<file path="config.mk">
export PLATFORM = sky130hd
export DESIGN_NAME = dsf_supervisor
export DESIGN_NICKNAME = d
export VERILOG_FILES = /design/src/common/dsf_pkg.sv /design/src/verilog/dsf_output_guard.sv /design/src/verilog/dsf_supervisor.sv
export SDC_FILE = /design/constraint.sdc
export NUM_CORES = 1
export LEC_CHECK = 0
export BUFFER_PORTS_ARGS = -buffer_cell sky130_fd_sc_hd__buf_2
export CAP_MARGIN = 30
export CORE_MARGIN = 5
export CORE_UTILIZATION = 35
export DETAILED_ROUTE_END_ITERATION = 10
export PLACE_DENSITY = 0.51
export SYNTH_ARGS = -nofsm -noshare
export SYNTH_HDL_FRONTEND = slang
export SYNTH_HIERARCHICAL = 1
export SYNTH_SLANG_ARGS = --single-unit
</file>
<file path="constraint.sdc">
create_clock -name clk -period 4.7 [get_ports clk]
set_input_delay 0.94 -clock clk [delete_from_list [all_inputs] [get_ports clk]]
set_output_delay 0.94 -clock clk [all_outputs]
set_load 0.005 [all_outputs]
</file>
<file path="src/common/dsf_pkg.sv">
// Purpose: shared constants for the dual-output fault supervisor
// Assumes: 250 MHz core clock, 8-bit serial messages
// Notes: serial field positions, reset values and timing counts live here
//
// Functional notes
// RULE1: loss of logic supply resets all configuration and fault registers.
// RULE2: without logic supply, direct pins still drive outputs; protection keeps default settings.
// RULE3: fault indicator goes low on overtemp, open load, overcurrent, over or undervoltage.
// RULE4: indicator releases when the fault clears, except overcurrent and latched undervoltage.
// RULE5: fault flags are shifted out on the first valid transfer, then cleared.
// RULE6: overtemperature is only evaluated while the output is commanded on.
// RULE7: overtemperature turns the output off until it cools, repeating without limit.
// RULE8: overtemperature flag is sticky until a valid read or power reset.
// RULE9: overvoltage holds outputs off; its flag sits in status bit one until read.
// RULE10: overvoltage disable bit suppresses both overvoltage shutdown and reporting.
// RULE11: undervoltage turns outputs off, pulls the indicator low, sets the undervoltage flag.
// RULE12: undervoltage recovery with output off releases the indicator; flag stays until read.
// RULE13: undervoltage recovery with output on keeps it off until commanded off then on.
// RULE14: undervoltage disable suppresses indicator and flag; outputs hold above critical supply.
// RULE15: open load is checked only while off, once the gate has been pulled low.
// RULE16: open load flag clears on a status read once the condition is gone.
// RULE17: open load disable bit turns open load detection off.
// RULE18: eight low-tier and two high-tier current thresholds, one of each monitored.
// RULE19: low-tier overcurrent held past the blanking time latches the output off.
// RULE20: high-tier overcurrent latches the output off immediately.
// RULE21: after overcurrent latch-off the output needs an off then on command.
// RULE22: full duplex serial link, clock, data in, data out, select, MSB first.
// RULE23: messages are eight bits; lengths not a multiple of eight are ignored.
// RULE24: status loads at select falling; received data latches at select rising.
// RULE25: each output keeps its own fault and latch-off state.
// RULE26: commanded on is the direct pin OR the serial on bit.

package dsf_pkg;
   localparam int CLK_MHZ = 250;
   localparam int NUM_OUT = 2;
   localparam int WORD_BITS = 8;

   // ************************************************************
   // serial message layout
   // ************************************************************
   localparam int ADDR_LSB = 4;
   localparam int SEL_BIT = 7;
   localparam logic [2:0] ADDR_STATUS = 3'h0;
   localparam logic [2:0] ADDR_OUTCTL = 3'h1;
   localparam logic [2:0] ADDR_CURLIM = 3'h2;
   localparam logic [2:0] ADDR_LOADTIME = 3'h3;
   localparam logic [2:0] ADDR_SUPPLY = 3'h6;
   localparam int OUTCTL_ON0_BIT = 0;
   localparam int OUTCTL_ON1_BIT = 2;
   localparam int CURLIM_HIGH_BIT = 3;
   localparam int LOADTIME_OLDIS_BIT = 3;
   localparam int SUPPLY_UVDIS_BIT = 1;
   localparam int SUPPLY_OVDIS_BIT = 0;

   // ************************************************************
   // status byte layout
   // ************************************************************
   localparam int ST_UV_BIT = 0;
   localparam int ST_OV_BIT = 1;
   localparam int ST_OT_LSB = 2;
   localparam int ST_OL_LSB = 4;
   localparam int ST_OC_LSB = 6;

   // ************************************************************
   // reset values
   // ************************************************************
   localparam logic [2:0] LOW_SEL_RST = 3'h0;
   localparam logic HIGH_SEL_RST = 1'b0;
   localparam logic [1:0] BLANK_SEL_RST = 2'h0;
   localparam logic OLDIS_RST = 1'b0;
   localparam logic UVDIS_RST = 1'b0;
   localparam logic OVDIS_RST = 1'b0;
   localparam logic ON_SPI_RST = 1'b0;
   localparam int SYNC_W = 19;
   // select pin idles high, so its synchroniser resets high
   localparam logic [SYNC_W-1:0] SYNC_RST = 19'h00001;

   // ************************************************************
   // low-tier blanking times, least times rounded up
   // ************************************************************
   localparam int BLANK_CNT_W = 12;
   localparam int BLANK_NS_0 = 250;
   localparam int BLANK_NS_1 = 500;
   localparam int BLANK_NS_2 = 1000;
   localparam int BLANK_NS_3 = 2000;
   localparam logic [BLANK_CNT_W-1:0] BLANK_CYC [4] = '{
      BLANK_CNT_W'((BLANK_NS_0 * CLK_MHZ + 999) / 1000),
      BLANK_CNT_W'((BLANK_NS_1 * CLK_MHZ + 999) / 1000),
      BLANK_CNT_W'((BLANK_NS_2 * CLK_MHZ + 999) / 1000),
      BLANK_CNT_W'((BLANK_NS_3 * CLK_MHZ + 999) / 1000)};

   typedef enum logic [1:0] {
      LINK_IDLE = 2'b01,
      LINK_SHIFT = 2'b10
   } dsf_link_e;
endpackage

</file>
<file path="src/verilog/dsf_output_guard.sv">
// Purpose: protection and fault state of one power output
// Assumes: all inputs already synchronised to clk
// Notes: analog comparators supply the hysteresis on overtemperature

`timescale 1ns/100ps
`default_nettype none

module dsf_output_guard import dsf_pkg::*; #(
   parameter int CNT_W = BLANK_CNT_W
) (
   // clock and reset
   input wire logic clk,
   input wire logic rst_n,
   // command and supply state
   input wire logic cmdOn,
   input wire logic ovActive,
   input wire logic uvActive,
   input wire logic supplyCritical,
   // sensors
   input wire logic overTemp,
   input wire logic openLoad,
   input wire logic gateOff,
   input wire logic ocLow,
   input wire logic ocHigh,
   // configuration
   input wire logic [CNT_W-1:0] blankCycles,
   input wire logic olDisable,
   // flag clears
   input wire logic clrOt,
   input wire logic clrOl,
   input wire logic clrOc,
   // state out
   output logic outOn,
   output logic otFlag,
   output logic olFlag,
   output logic ocFlag,
   output logic faultActive
);
   logic outOn_reg, outOn_next;
   logic otOff_reg, otOff_next;
   logic ocLatch_reg, ocLatch_next;
   logic uvLatch_reg, uvLatch_next;
   logic otFlag_reg, otFlag_next;
   logic olFlag_reg, olFlag_next;
   logic ocFlag_reg, ocFlag_next;
   logic [CNT_W-1:0] ocCnt_reg, ocCnt_next;
   logic olDetect;
   logic lowTrip;

   // ************************************************************
   // next-state logic
   // ************************************************************
   always_comb begin
      otOff_next = cmdOn & overTemp; // [RULE6] [RULE7]
      ocCnt_next = '0;
      if (ocLow && ocCnt_reg != {CNT_W{1'b1}}) begin
         ocCnt_next = CNT_W'(ocCnt_reg + 1'b1);
      end else if (ocLow) begin
         ocCnt_next = ocCnt_reg;
      end
      lowTrip = ocLow && (ocCnt_reg >= blankCycles); // [RULE19]
      // dropping the command is the only way out of a latch-off
      ocLatch_next = cmdOn & (ocLatch_reg | ocHigh | lowTrip); // [RULE20] [RULE21] [RULE25]
      uvLatch_next = cmdOn & (uvLatch_reg | uvActive); // [RULE13]
      outOn_next = cmdOn & ~otOff_next & ~ocLatch_next & ~uvLatch_next & ~uvActive
         & ~ovActive & ~supplyCritical; // [RULE9] [RULE11] [RULE14]
      olDetect = ~outOn_reg & ~cmdOn & gateOff & openLoad & ~olDisable; // [RULE15] [RULE17]
      // a set in the clearing cycle survives
      otFlag_next = otOff_next | (otFlag_reg & ~clrOt); // [RULE8]
      olFlag_next = olDetect | (olFlag_reg & ~clrOl); // [RULE16]
      ocFlag_next = ocLatch_next | (ocFlag_reg & ~clrOc);
   end

   always_ff @(posedge clk or negedge rst_n) begin
      if (!rst_n) begin
         outOn_reg <= 1'b0;
         otOff_reg <= 1'b0;
         ocLatch_reg <= 1'b0;
         uvLatch_reg <= 1'b0;
         otFlag_reg <= 1'b0;
         olFlag_reg <= 1'b0;
         ocFlag_reg <= 1'b0;
         ocCnt_reg <= '0;
      end else begin
         outOn_reg <= outOn_next;
         otOff_reg <= otOff_next;
         ocLatch_reg <= ocLatch_next;
         uvLatch_reg <= uvLatch_next;
         otFlag_reg <= otFlag_next;
         olFlag_reg <= olFlag_next;
         ocFlag_reg <= ocFlag_next;
         ocCnt_reg <= ocCnt_next;
      end
   end

   assign outOn = outOn_reg;
   assign otFlag = otFlag_reg;
   assign olFlag = olFlag_reg;
   assign ocFlag = ocFlag_reg;
   assign faultActive = otOff_reg | olDetect | ocLatch_reg | uvLatch_reg; // [RULE3] [RULE4]
endmodule

`default_nettype wire

</file>
<file path="src/verilog/dsf_supervisor.sv">
// Purpose: fault supervisor and serial slave for a two-output high-side switch
// Assumes: every pin input is asynchronous; serial clock idles low
// Notes: the serial link is oversampled by clk, so its clock must stay well below clk/4

`timescale 1ns/100ps
`default_nettype none

module dsf_supervisor import dsf_pkg::*; (
   // clock and reset
   input wire logic clk,
   input wire logic rst_n,
   // supply monitors
   input wire logic logicSupplyOk,
   input wire logic supplyOverVoltage,
   input wire logic supplyUnderVoltage,
   input wire logic supplyBelowCritical,
   // direct control pins
   input wire logic [NUM_OUT-1:0] directOutputInputs,
   // per-output sensors
   input wire logic [NUM_OUT-1:0] overTemp,
   input wire logic [NUM_OUT-1:0] openLoad,
   input wire logic [NUM_OUT-1:0] gateOff,
   input wire logic [NUM_OUT-1:0] overCurrentLow,
   input wire logic [NUM_OUT-1:0] overCurrentHigh,
   // serial link
   input wire logic sclk,
   input wire logic sdi,
   input wire logic csN,
   output logic sdo,
   output logic sdoOe,
   // power stage
   output logic [NUM_OUT-1:0] powerOutputOn,
   output logic [NUM_OUT-1:0][2:0] lowTierCurrentLimit,
   output logic [NUM_OUT-1:0] highTierCurrentLimit,
   output logic faultIndicatorN
);
   logic [SYNC_W-1:0] syncA_reg, syncB_reg;
   logic supOk, supOv, supUv, supCrit, sclkS, sdiS, csS;
   logic [NUM_OUT-1:0] dIn, ot, ol, gOff, ocL, ocH;

   dsf_link_e linkState_reg, linkState_next;
   logic [WORD_BITS-1:0] shift_reg, shift_next;
   logic [WORD_BITS-1:0] reported_reg, reported_next;
   logic [2:0] bitCnt_reg, bitCnt_next;
   logic byteSeen_reg, byteSeen_next;
   logic sdo_reg, sdo_next;
   logic sdoOe_reg, sdoOe_next;
   logic readClr_reg, readClr_next;
   logic sclkPrev_reg, csPrev_reg;
   logic wrEn;

   logic [NUM_OUT-1:0] onSpi_reg, onSpi_next;
   logic [NUM_OUT-1:0][2:0] lowSel_reg, lowSel_next;
   logic [NUM_OUT-1:0] highSel_reg, highSel_next;
   logic [NUM_OUT-1:0][1:0] blankSel_reg, blankSel_next;
   logic [NUM_OUT-1:0] olDis_reg, olDis_next;
   logic uvDis_reg, uvDis_next;
   logic ovDis_reg, ovDis_next;

   logic ovFlag_reg, ovFlag_next;
   logic uvFlag_reg, uvFlag_next;
   logic faultN_reg, faultN_next;
   logic ovActive, uvActive;
   logic [NUM_OUT-1:0] cmdOn, outOn, otFlag, olFlag, ocFlag, guardFault;
   logic [NUM_OUT-1:0] clrOt, clrOl, clrOc;
   logic [WORD_BITS-1:0] statusByte, clrMask;
   logic [2:0] wAddr;
   int wSel;

   // ************************************************************
   // input synchronisers
   // ************************************************************
   always_ff @(posedge clk or negedge rst_n) begin
      if (!rst_n) begin
         syncA_reg <= SYNC_RST;
         syncB_reg <= SYNC_RST;
      end else begin
         syncA_reg <= {logicSupplyOk, supplyOverVoltage, supplyUnderVoltage, supplyBelowCritical,
            directOutputInputs, overTemp, openLoad, gateOff, overCurrentLow, overCurrentHigh, sclk, sdi, csN};
         syncB_reg <= syncA_reg;
      end
   end

   assign {supOk, supOv, supUv, supCrit, dIn, ot, ol, gOff, ocL, ocH, sclkS, sdiS, csS} = syncB_reg;

   // ************************************************************
   // serial shifter
   // ************************************************************
   always_comb begin
      linkState_next = linkState_reg;
      shift_next = shift_reg;
      reported_next = reported_reg;
      bitCnt_next = bitCnt_reg;
      byteSeen_next = byteSeen_reg;
      sdo_next = sdo_reg;
      sdoOe_next = sdoOe_reg;
      readClr_next = 1'b0;
      wrEn = 1'b0;
      case (linkState_reg)
         LINK_IDLE: begin
            sdoOe_next = 1'b0;
            if (supOk && csPrev_reg && !csS) begin
               // capture status at select fall [RULE24] [RULE5]
               linkState_next = LINK_SHIFT;
               shift_next = statusByte;
               reported_next = statusByte;
               sdo_next = statusByte[WORD_BITS-1];
               sdoOe_next = 1'b1;
               bitCnt_next = 3'h0;
               byteSeen_next = 1'b0;
            end
         end
         LINK_SHIFT: begin
            if (!supOk) begin
               linkState_next = LINK_IDLE;
               sdoOe_next = 1'b0;
            end else if (csS) begin
               linkState_next = LINK_IDLE;
               sdoOe_next = 1'b0;
               // only whole bytes are accepted [RULE23] [RULE24]
               if (byteSeen_reg && bitCnt_reg == 3'h0) begin
                  wrEn = 1'b1;
                  readClr_next = 1'b1;
               end
            end else begin
               if (!sclkPrev_reg && sclkS) begin
                  sdo_next = shift_reg[WORD_BITS-1]; // [RULE22]
               end
               if (sclkPrev_reg && !sclkS) begin
                  // the shifter chains input behind output, msb first [RULE22]
                  shift_next = {shift_reg[WORD_BITS-2:0], sdiS};
                  bitCnt_next = 3'(bitCnt_reg + 3'h1);
                  if (bitCnt_reg == 3'h7) begin
                     byteSeen_next = 1'b1;
                  end
               end
            end
         end
         default: begin
            linkState_next = LINK_IDLE;
            sdoOe_next = 1'b0;
         end
      endcase
   end

   always_ff @(posedge clk or negedge rst_n) begin
      if (!rst_n) begin
         linkState_reg <= LINK_IDLE;
         shift_reg <= '0;
         reported_reg <= '0;
         bitCnt_reg <= 3'h0;
         byteSeen_reg <= 1'b0;
         sdo_reg <= 1'b0;
         sdoOe_reg <= 1'b0;
         readClr_reg <= 1'b0;
         sclkPrev_reg <= 1'b0;
         csPrev_reg <= 1'b1;
      end else begin
         linkState_reg <= linkState_next;
         shift_reg <= shift_next;
         reported_reg <= reported_next;
         bitCnt_reg <= bitCnt_next;
         byteSeen_reg <= byteSeen_next;
         sdo_reg <= sdo_next;
         sdoOe_reg <= sdoOe_next;
         readClr_reg <= readClr_next;
         sclkPrev_reg <= sclkS;
         csPrev_reg <= csS;
      end
   end

   assign sdo = sdo_reg;
   assign sdoOe = sdoOe_reg;

   // ************************************************************
   // configuration registers
   // ************************************************************
   assign wAddr = shift_reg[ADDR_LSB+2:ADDR_LSB];
   assign wSel = shift_reg[SEL_BIT] ? 1 : 0;

   always_comb begin
      onSpi_next = onSpi_reg;
      lowSel_next = lowSel_reg;
      highSel_next = highSel_reg;
      blankSel_next = blankSel_reg;
      olDis_next = olDis_reg;
      uvDis_next = uvDis_reg;
      ovDis_next = ovDis_reg;
      if (!supOk) begin
         // lost logic supply falls back to defaults [RULE1] [RULE2]
         onSpi_next = {NUM_OUT{ON_SPI_RST}};
         lowSel_next = {NUM_OUT{LOW_SEL_RST}};
         highSel_next = {NUM_OUT{HIGH_SEL_RST}};
         blankSel_next = {NUM_OUT{BLANK_SEL_RST}};
         olDis_next = {NUM_OUT{OLDIS_RST}};
         uvDis_next = UVDIS_RST;
         ovDis_next = OVDIS_RST;
      end else if (wrEn && wAddr == ADDR_OUTCTL) begin
         onSpi_next[0] = shift_reg[OUTCTL_ON0_BIT];
         onSpi_next[1] = shift_reg[OUTCTL_ON1_BIT];
      end else if (wrEn && wAddr == ADDR_CURLIM) begin
         highSel_next[wSel] = shift_reg[CURLIM_HIGH_BIT]; // [RULE18]
         lowSel_next[wSel] = shift_reg[2:0];
      end else if (wrEn && wAddr == ADDR_LOADTIME) begin
         olDis_next[wSel] = shift_reg[LOADTIME_OLDIS_BIT];
         blankSel_next[wSel] = shift_reg[1:0];
      end else if (wrEn && wAddr == ADDR_SUPPLY && shift_reg[SEL_BIT]) begin
         uvDis_next = shift_reg[SUPPLY_UVDIS_BIT];
         ovDis_next = shift_reg[SUPPLY_OVDIS_BIT];
      end
   end

   always_ff @(posedge clk or negedge rst_n) begin
      if (!rst_n) begin
         onSpi_reg <= {NUM_OUT{ON_SPI_RST}};
         lowSel_reg <= {NUM_OUT{LOW_SEL_RST}};
         highSel_reg <= {NUM_OUT{HIGH_SEL_RST}};
         blankSel_reg <= {NUM_OUT{BLANK_SEL_RST}};
         olDis_reg <= {NUM_OUT{OLDIS_RST}};
         uvDis_reg <= UVDIS_RST;
         ovDis_reg <= OVDIS_RST;
      end else begin
         onSpi_reg <= onSpi_next;
         lowSel_reg <= lowSel_next;
         highSel_reg <= highSel_next;
         blankSel_reg <= blankSel_next;
         olDis_reg <= olDis_next;
         uvDis_reg <= uvDis_next;
         ovDis_reg <= ovDis_next;
      end
   end

   assign lowTierCurrentLimit = lowSel_reg; // [RULE18]
   assign highTierCurrentLimit = highSel_reg;

   // ************************************************************
   // per-output protection
   // ************************************************************
   assign ovActive = supOv & ~ovDis_reg; // [RULE10]
   assign uvActive = supUv & ~uvDis_reg; // [RULE14]
   // only the bits actually shifted out are cleared, later events survive
   assign clrMask = (readClr_reg ? reported_reg : '0) | {WORD_BITS{~supOk}}; // [RULE5] [RULE1]

   for (genvar i = 0; i < NUM_OUT; i++) begin : g_out
      assign cmdOn[i] = dIn[i] | onSpi_reg[i]; // [RULE26] [RULE2]
      assign clrOt[i] = clrMask[ST_OT_LSB+i];
      assign clrOl[i] = clrMask[ST_OL_LSB+i];
      assign clrOc[i] = clrMask[ST_OC_LSB+i];
      dsf_output_guard u_guard (
         .clk(clk),
         .rst_n(rst_n),
         .cmdOn(cmdOn[i]),
         .ovActive(ovActive),
         .uvActive(uvActive),
         .supplyCritical(supCrit),
         .overTemp(ot[i]),
         .openLoad(ol[i]),
         .gateOff(gOff[i]),
         .ocLow(ocL[i]),
         .ocHigh(ocH[i]),
         .blankCycles(BLANK_CYC[blankSel_reg[i]]),
         .olDisable(olDis_reg[i]),
         .clrOt(clrOt[i]),
         .clrOl(clrOl[i]),
         .clrOc(clrOc[i]),
         .outOn(outOn[i]),
         .otFlag(otFlag[i]),
         .olFlag(olFlag[i]),
         .ocFlag(ocFlag[i]),
         .faultActive(guardFault[i])
      );
   end

   assign powerOutputOn = outOn;

   // ************************************************************
   // supply flags and fault indicator
   // ************************************************************
   always_comb begin
      ovFlag_next = ovActive | (ovFlag_reg & ~clrMask[ST_OV_BIT]); // [RULE9]
      uvFlag_next = uvActive | (uvFlag_reg & ~clrMask[ST_UV_BIT]); // [RULE11] [RULE12]
      faultN_next = ~(|guardFault | ovActive | uvActive); // [RULE3] [RULE4] [RULE11]
   end

   always_ff @(posedge clk or negedge rst_n) begin
      if (!rst_n) begin
         ovFlag_reg <= 1'b0;
         uvFlag_reg <= 1'b0;
         faultN_reg <= 1'b1;
      end else begin
         ovFlag_reg <= ovFlag_next;
         uvFlag_reg <= uvFlag_next;
         faultN_reg <= faultN_next;
      end
   end

   assign faultIndicatorN = faultN_reg;

   always_comb begin
      statusByte = '0;
      statusByte[ST_UV_BIT] = uvFlag_reg;
      statusByte[ST_OV_BIT] = ovFlag_reg; // [RULE9]
      statusByte[ST_OT_LSB+1:ST_OT_LSB] = otFlag;
      statusByte[ST_OL_LSB+1:ST_OL_LSB] = olFlag;
      statusByte[ST_OC_LSB+1:ST_OC_LSB] = ocFlag;
   end
endmodule

`default_nettype wire

</file>
After elaboration in Yosys (flattened, before gate mapping). Cells that the tools add are included. Widths: inputs -> output; s select.

Reduce and logical (&&, ||, !) cells: 29. $add $sub $neg: 3. Order comparisons: 6. Bitwise logic cells: 90. Equal/unequal tests: 25. Muxes and demuxes: 81.

Operator list (count): $mux 12 (8); $bmux 12 s2 (2); $mux 8 (5); $and 1x1->1 (36); $mux 1 (28); $not 1->1 (27); $mux 2 (13); $add 12x1->12 const B (2); $ge 12x12->1 (2); $ne 12x12->1 const B (2); $or 1x1->1 (24); $mux 6 (3); $ne 2x2->1 const B (9); $mux 4 (4); $pmux 8 s2 (1); $logic_and 1x1->1 (15); $mux 3 (5); $ne 2x1->1 const B (6); $reduce_and 5->1 (2); $or 8x8->8 (1); $bwmux 6 (1); $eq 3x2->1 const B (2); $eq 3x3->1 const B (2); $ge 3x3->1 const B (2); 24 further kinds (32).

Register bits after elaboration: 124. Logic and storage cells: 274. Output and inout bits: 13.

Longest topological paths before layout.
Word-level depth: 14. Depth in mapped cells: 10. Mapped depth without buffers: 10.

By module. The synthesis kept the hierarchy.

By module, submodules not included: dsf_supervisor (times used 1, cells each 245, area each 3184.3 um^2); dsf_output_guard at g_out[1].u_guard (times used 1, cells each 125, area each 1193.6 um^2); dsf_output_guard at g_out[0].u_guard (times used 1, cells each 125, area each 1174.9 um^2).

Least setup slack after synthesis. No wires, ideal clock.

Path kind: register -> register. Start: register blankSel_reg[1] (netlist bit). End: register g_out[0].u_guard.ocFlag_reg. Cell stages (with the launch flop): 9. Data arrival time: 1848 ps. Clock period less this slack: 1911 ps. Setup slack: 2789 ps. Library setup time: 64 ps. Data required time: 4636 ps. Cells stage by stage: dfrtp_1 > inv_1 > nor2_1 > inv_1 > ha_1 > nand4_1 > or4_4 > a211oi_2 > a21o_1.

Longest elaborated chain between the ends: 9.

RTL lines: start, declared (RTL line dsf_supervisor.sv:55) `logic [NUM_OUT-1:0][1:0] blankSel_reg, blankSel_next;`; start signal, assigned (RTL line dsf_supervisor.sv:218) `blankSel_reg <= {NUM_OUT{BLANK_SEL_RST}};`; start signal, assigned (RTL line dsf_supervisor.sv:226) `blankSel_reg <= blankSel_next;`; $not 2->3 (implied by the code) (RTL line dsf_supervisor.sv:261) `.blankCycles(BLANK_CYC[blankSel_reg[i]]),`; $bmux 12 s2 (RTL line dsf_supervisor.sv:261); $mux 12 (implied by the code) (2 in series) (RTL line dsf_supervisor.sv:261); $ge 12x12->1 (RTL line dsf_output_guard.sv:61) `lowTrip = ocLow && (ocCnt_reg >= blankCycles);`; $logic_and 1x1->1 (RTL line dsf_output_guard.sv:61); $or 1x1->1 (RTL line dsf_output_guard.sv:63) `ocLatch_next = cmdOn & (ocLatch_reg | ocHigh | lowTrip);`; $and 1x1->1 (RTL line dsf_output_guard.sv:63); via g_out[0].u_guard.ocLatch_next (RTL line dsf_output_guard.sv:41) `logic ocLatch_reg, ocLatch_next;`; $or 1x1->1 (RTL line dsf_output_guard.sv:71) `ocFlag_next = ocLatch_next | (ocFlag_reg & ~clrOc);`; via g_out[0].u_guard.ocFlag_next (RTL line dsf_output_guard.sv:45) `logic ocFlag_reg, ocFlag_next;`; end signal, assigned (RTL line dsf_output_guard.sv:91) `ocFlag_reg <= ocFlag_next;`; end, declared (RTL line dsf_output_guard.sv:45).

The timed path passes the listed nets, and every way through them passes these cells. The select of a mux whose other input is x is not followed. A chain may end at the register's enable or synchronous reset.

Final worst setup path.
Start: register syncB_reg[18]. End: register shift_reg[6].

Longest elaborated chain between the ends: 4. Elaborated cells on any way between the ends: 5. Those cells by class: eq/ne (2); reduce/logical (3).

RTL lines: start, declared (RTL line dsf_supervisor.sv:37) `logic [SYNC_W-1:0] syncA_reg, syncB_reg;`; start signal, assigned (RTL line dsf_supervisor.sv:80) `syncB_reg <= syncA_reg;`; $logic_and 1x1->1 (2 in series) (RTL line dsf_supervisor.sv:102) `if (supOk && csPrev_reg && !csS) begin`; $ne 2x2->1 (no source line); $reduce_and 5->1 (no source line) *; end signal, assigned (RTL line dsf_supervisor.sv:160) `shift_reg <= shift_next;`; end, declared (RTL line dsf_supervisor.sv:42) `logic [WORD_BITS-1:0] shift_reg, shift_next;`.

Every way passes the cells marked *; elsewhere a longest branch is shown, timed or not.

==> impl_metrics.tcl <==
set metrics [dict create \
    ios 34 \
    critPathMaxStageDelay_ns 0.69 \
    fin_crit_sh_pct 48.5 \
    wl_per_cell_um 14.2 \
    irDropWorstVdd_mv 0.226 \
    grt_pass1_wl_mm 18.8 \
    die_height_um 136 \
    via_count 3657 \
    end_kind "flip-flop" \
    final_hold_viol_count 0 \
    synth_top_family_by_area "simple AND/OR/NAND/NOR gates" \
    vias_per_cell 4.72 \
    post_cts_resized 0 \
    arrival_ns 2.56 \
    layout.nets 595 \
    grt_pass1_vias 3775 \
    clk_latency_ns 0.41 \
    postLayoutCellArea_um2 6660 \
    netlist_area_um2 5550 \
    hold_depth 0 \
    critPathSlowestCell "nor3b_2" \
    cts_htree_levels 4 \
    postCtsHoldBufs 0 \
    cp_data_required_time_ns 4.98 \
    path_cells "buf_4 -> and4bb_1 -> nor3b_2 -> or2_1 -> a21oi_1" \
    slew_headroom_pct 45.4 \
    critPathKind "flip-flop to flip-flop" \
    status "finished clean" \
    clockRootBuffer "clkbuf_16" \
    dp_hpwl_mm 7.77 \
    die_area_um2 18500 \
    r2r_slack_ns 2.42 \
    fin_crit_ns 2.28 \
    antenna_left 0 \
    drt-total-wl_mm 11.0 \
    rsz0062_at_grt "no" \
    setup_tns_ns 0 \
    yosys.area_share.adder_pct 6.53 \
    die_w_um 136 \
    clock_sinks 124 \
    hold_end "syncB_reg[7]$_DFF_PN0_" \
    rr_endpoint "shift_reg[6]$_DFFE_PN0P_" \
    drt_pass1_iterations 5 \
    netlist_instances 495 \
    tightest_slew_ns 0.816 \
    drc 0 \
    layoutNonFillerInstCount 774 \
    final_cell_mix "dfrtp_1 (119), nand2_1 (61), inv_1 (48), buf_2 (32), ha_1 (29)" \
    finalSetupViolations 0 \
    synth_cell_type_count 57 \
    maxCapViolCount 0 \
    place_area_um2 6000 \
    initial_core_util_pct 35.3 \
    dp_cells 742 \
    worstRegToRegCells 5 \
    synth_mux_area_share_pct 7.10 \
    path_clk_slew_ns 0.05 \
    ys_ff_latch 124 \
    grt.total_usage_pct 13.2 \
    synth_seq_area_share_pct 56.0 \
    slew_violations 0 \
    ys.warnings.count 6 \
    postCtsSetupRepairBufs 0 \
    synth_compound_area_share_pct 7.80 \
    clock_skew_ns 0.00933 \
    crit_fanout 33 \
    drive_gt1_share_pct 17.7 \
    gp_congestion 0.799 \
    cts_tree "yes" \
    grt_overflow 0 \
    core-area_um2 15700 \
    r2r_start "syncB_reg[18]$_DFF_PN0_" \
    antenna_found_initial 0 \
    yosys.area_share.simple_pct 16.2 \
    holdCritPathClass "flip-flop to flip-flop" \
    cts_buffers 17 \
    synthXorXnorAreaFrac_pct 2.05 \
    total_power_w 0.00280 \
    largest_reg_flops 24 \
    portBuffers 33 \
    syn_area_per_cell_um2 11.2 \
    synth_edf_count 0 \
    layout_commonest_cell "dfrtp_1" \
    dominantRegCellSynth "dfrtp_1" \
    synthArstFlopShare_pct 100 \
    core.rowCount 46 \
    cts_buffer_depth 2 \
    p_leak_nw 3.18 \
    drt_iter0_markers 213 \
    area_delta_synth_final_pct 19.9 \
    hp-start "syncA_reg[7]$_DFF_PN0_" \
    utilization_pct 42.4 \
    powerDensity_nw_per_um2 421 \
    start_kind "flip-flop" \
    max_freq_mhz 439 \
    grt_max_degree 72 \
    antenna_cells 0 \
]
## area by class of cell
type	count	area, um^2
clock buffer	19	433
clock inverter	13	221
fill	1492	9060
inverter	48	180
multi-input combinational	318	2240
sequential	124	3110
tap	216	270
timing repair buffer	36	203
## where the power goes
group	leakage (nW)	internal, W	switching (W)
registers	1.56	0.00114	0.0000546
clock network	0.320	0.000989	0.000458
logic	1.29	0.0000658	0.0000966
## critical path, delay by kind of cell (launching register included)
family	cells	cell delay (ns)
simple gates	3	1.37
compound gates	1	0.11
buf+inv	1	0.32
flops	1	0.33
## metrics by stage
step	hold WS, ns	setup WS [ns]
CTS	0.344	2.40
finish	0.342	2.42
global placement	0.333	2.43
global route	0.344	2.25
floorplan	0.331	2.79
detailed placement	0.336	2.42
## cell usage after synthesis (4+ instances only)
library cell    n  area share (%)
and2_1          4            0.45
a31oi_1         6            0.68
and3_1          4            0.45
xnor2_1         4            0.63
inv_1          48             3.2
mux2_2          5             1.0
a21o_1          5            0.68
xor2_1          9             1.4
nor3_1         19             1.7
mux2_1          6             1.2
nor2_1         28             1.9
nand4_1         9             1.0
nand2_1        61             4.1
o21a_1          5            0.68
dfstp_2         5             2.4
o21ai_0         5            0.45
clkbuf_1       11            0.74
dfrtp_1       119              54
nand3_1         7            0.63
mux2i_1        27             4.9
ha_1           29             6.5
a21oi_1        18             1.6
nor4_1          4            0.45
nand2b_1        6            0.68
## cell families after synthesis
kind of cell | Yosys count
buf+inv | 61
xor+xnor | 13
simple gates | 170
compound gates | 58
other cells | 2
mux | 38
fa+ha+maj | 29
flops | 124
## worst max path at each step
stage / start / endpoint / slack (ns)
2_1_floorplan: blankSel_reg[1]$_DFFE_PN0P_ / g_out[0].u_guard/ocFlag$_DFF_PN0_ / 2.79
3_3_place_gp: syncB_reg[18]$_DFF_PN0_ / shift_reg[4]$_DFFE_PN0P_ / 2.43
3_5_place_dp: syncB_reg[18]$_DFF_PN0_ / shift_reg[6]$_DFFE_PN0P_ / 2.42
4_1_cts: syncB_reg[18]$_DFF_PN0_ / shift_reg[6]$_DFFE_PN0P_ / 2.40
5_1_grt: syncB_reg[18]$_DFF_PN0_ / shift_reg[2]$_DFFE_PN0P_ / 2.25
6_report: syncB_reg[18]$_DFF_PN0_ / shift_reg[6]$_DFFE_PN0P_ / 2.42
## metal layers
layer | up-vias | routed length, um | GRT usage [%]
met5 | - | 0 | 0
met2 | 41 | 5530 | 21.6
met1 | 1815 | 5010 | 16.7
met4 | 0 | 162 | 4.54
met3 | 14 | 289 | 3.81
li1 | 1787 | - | -
No activity file was read; power rests on OpenSTA's default activity.
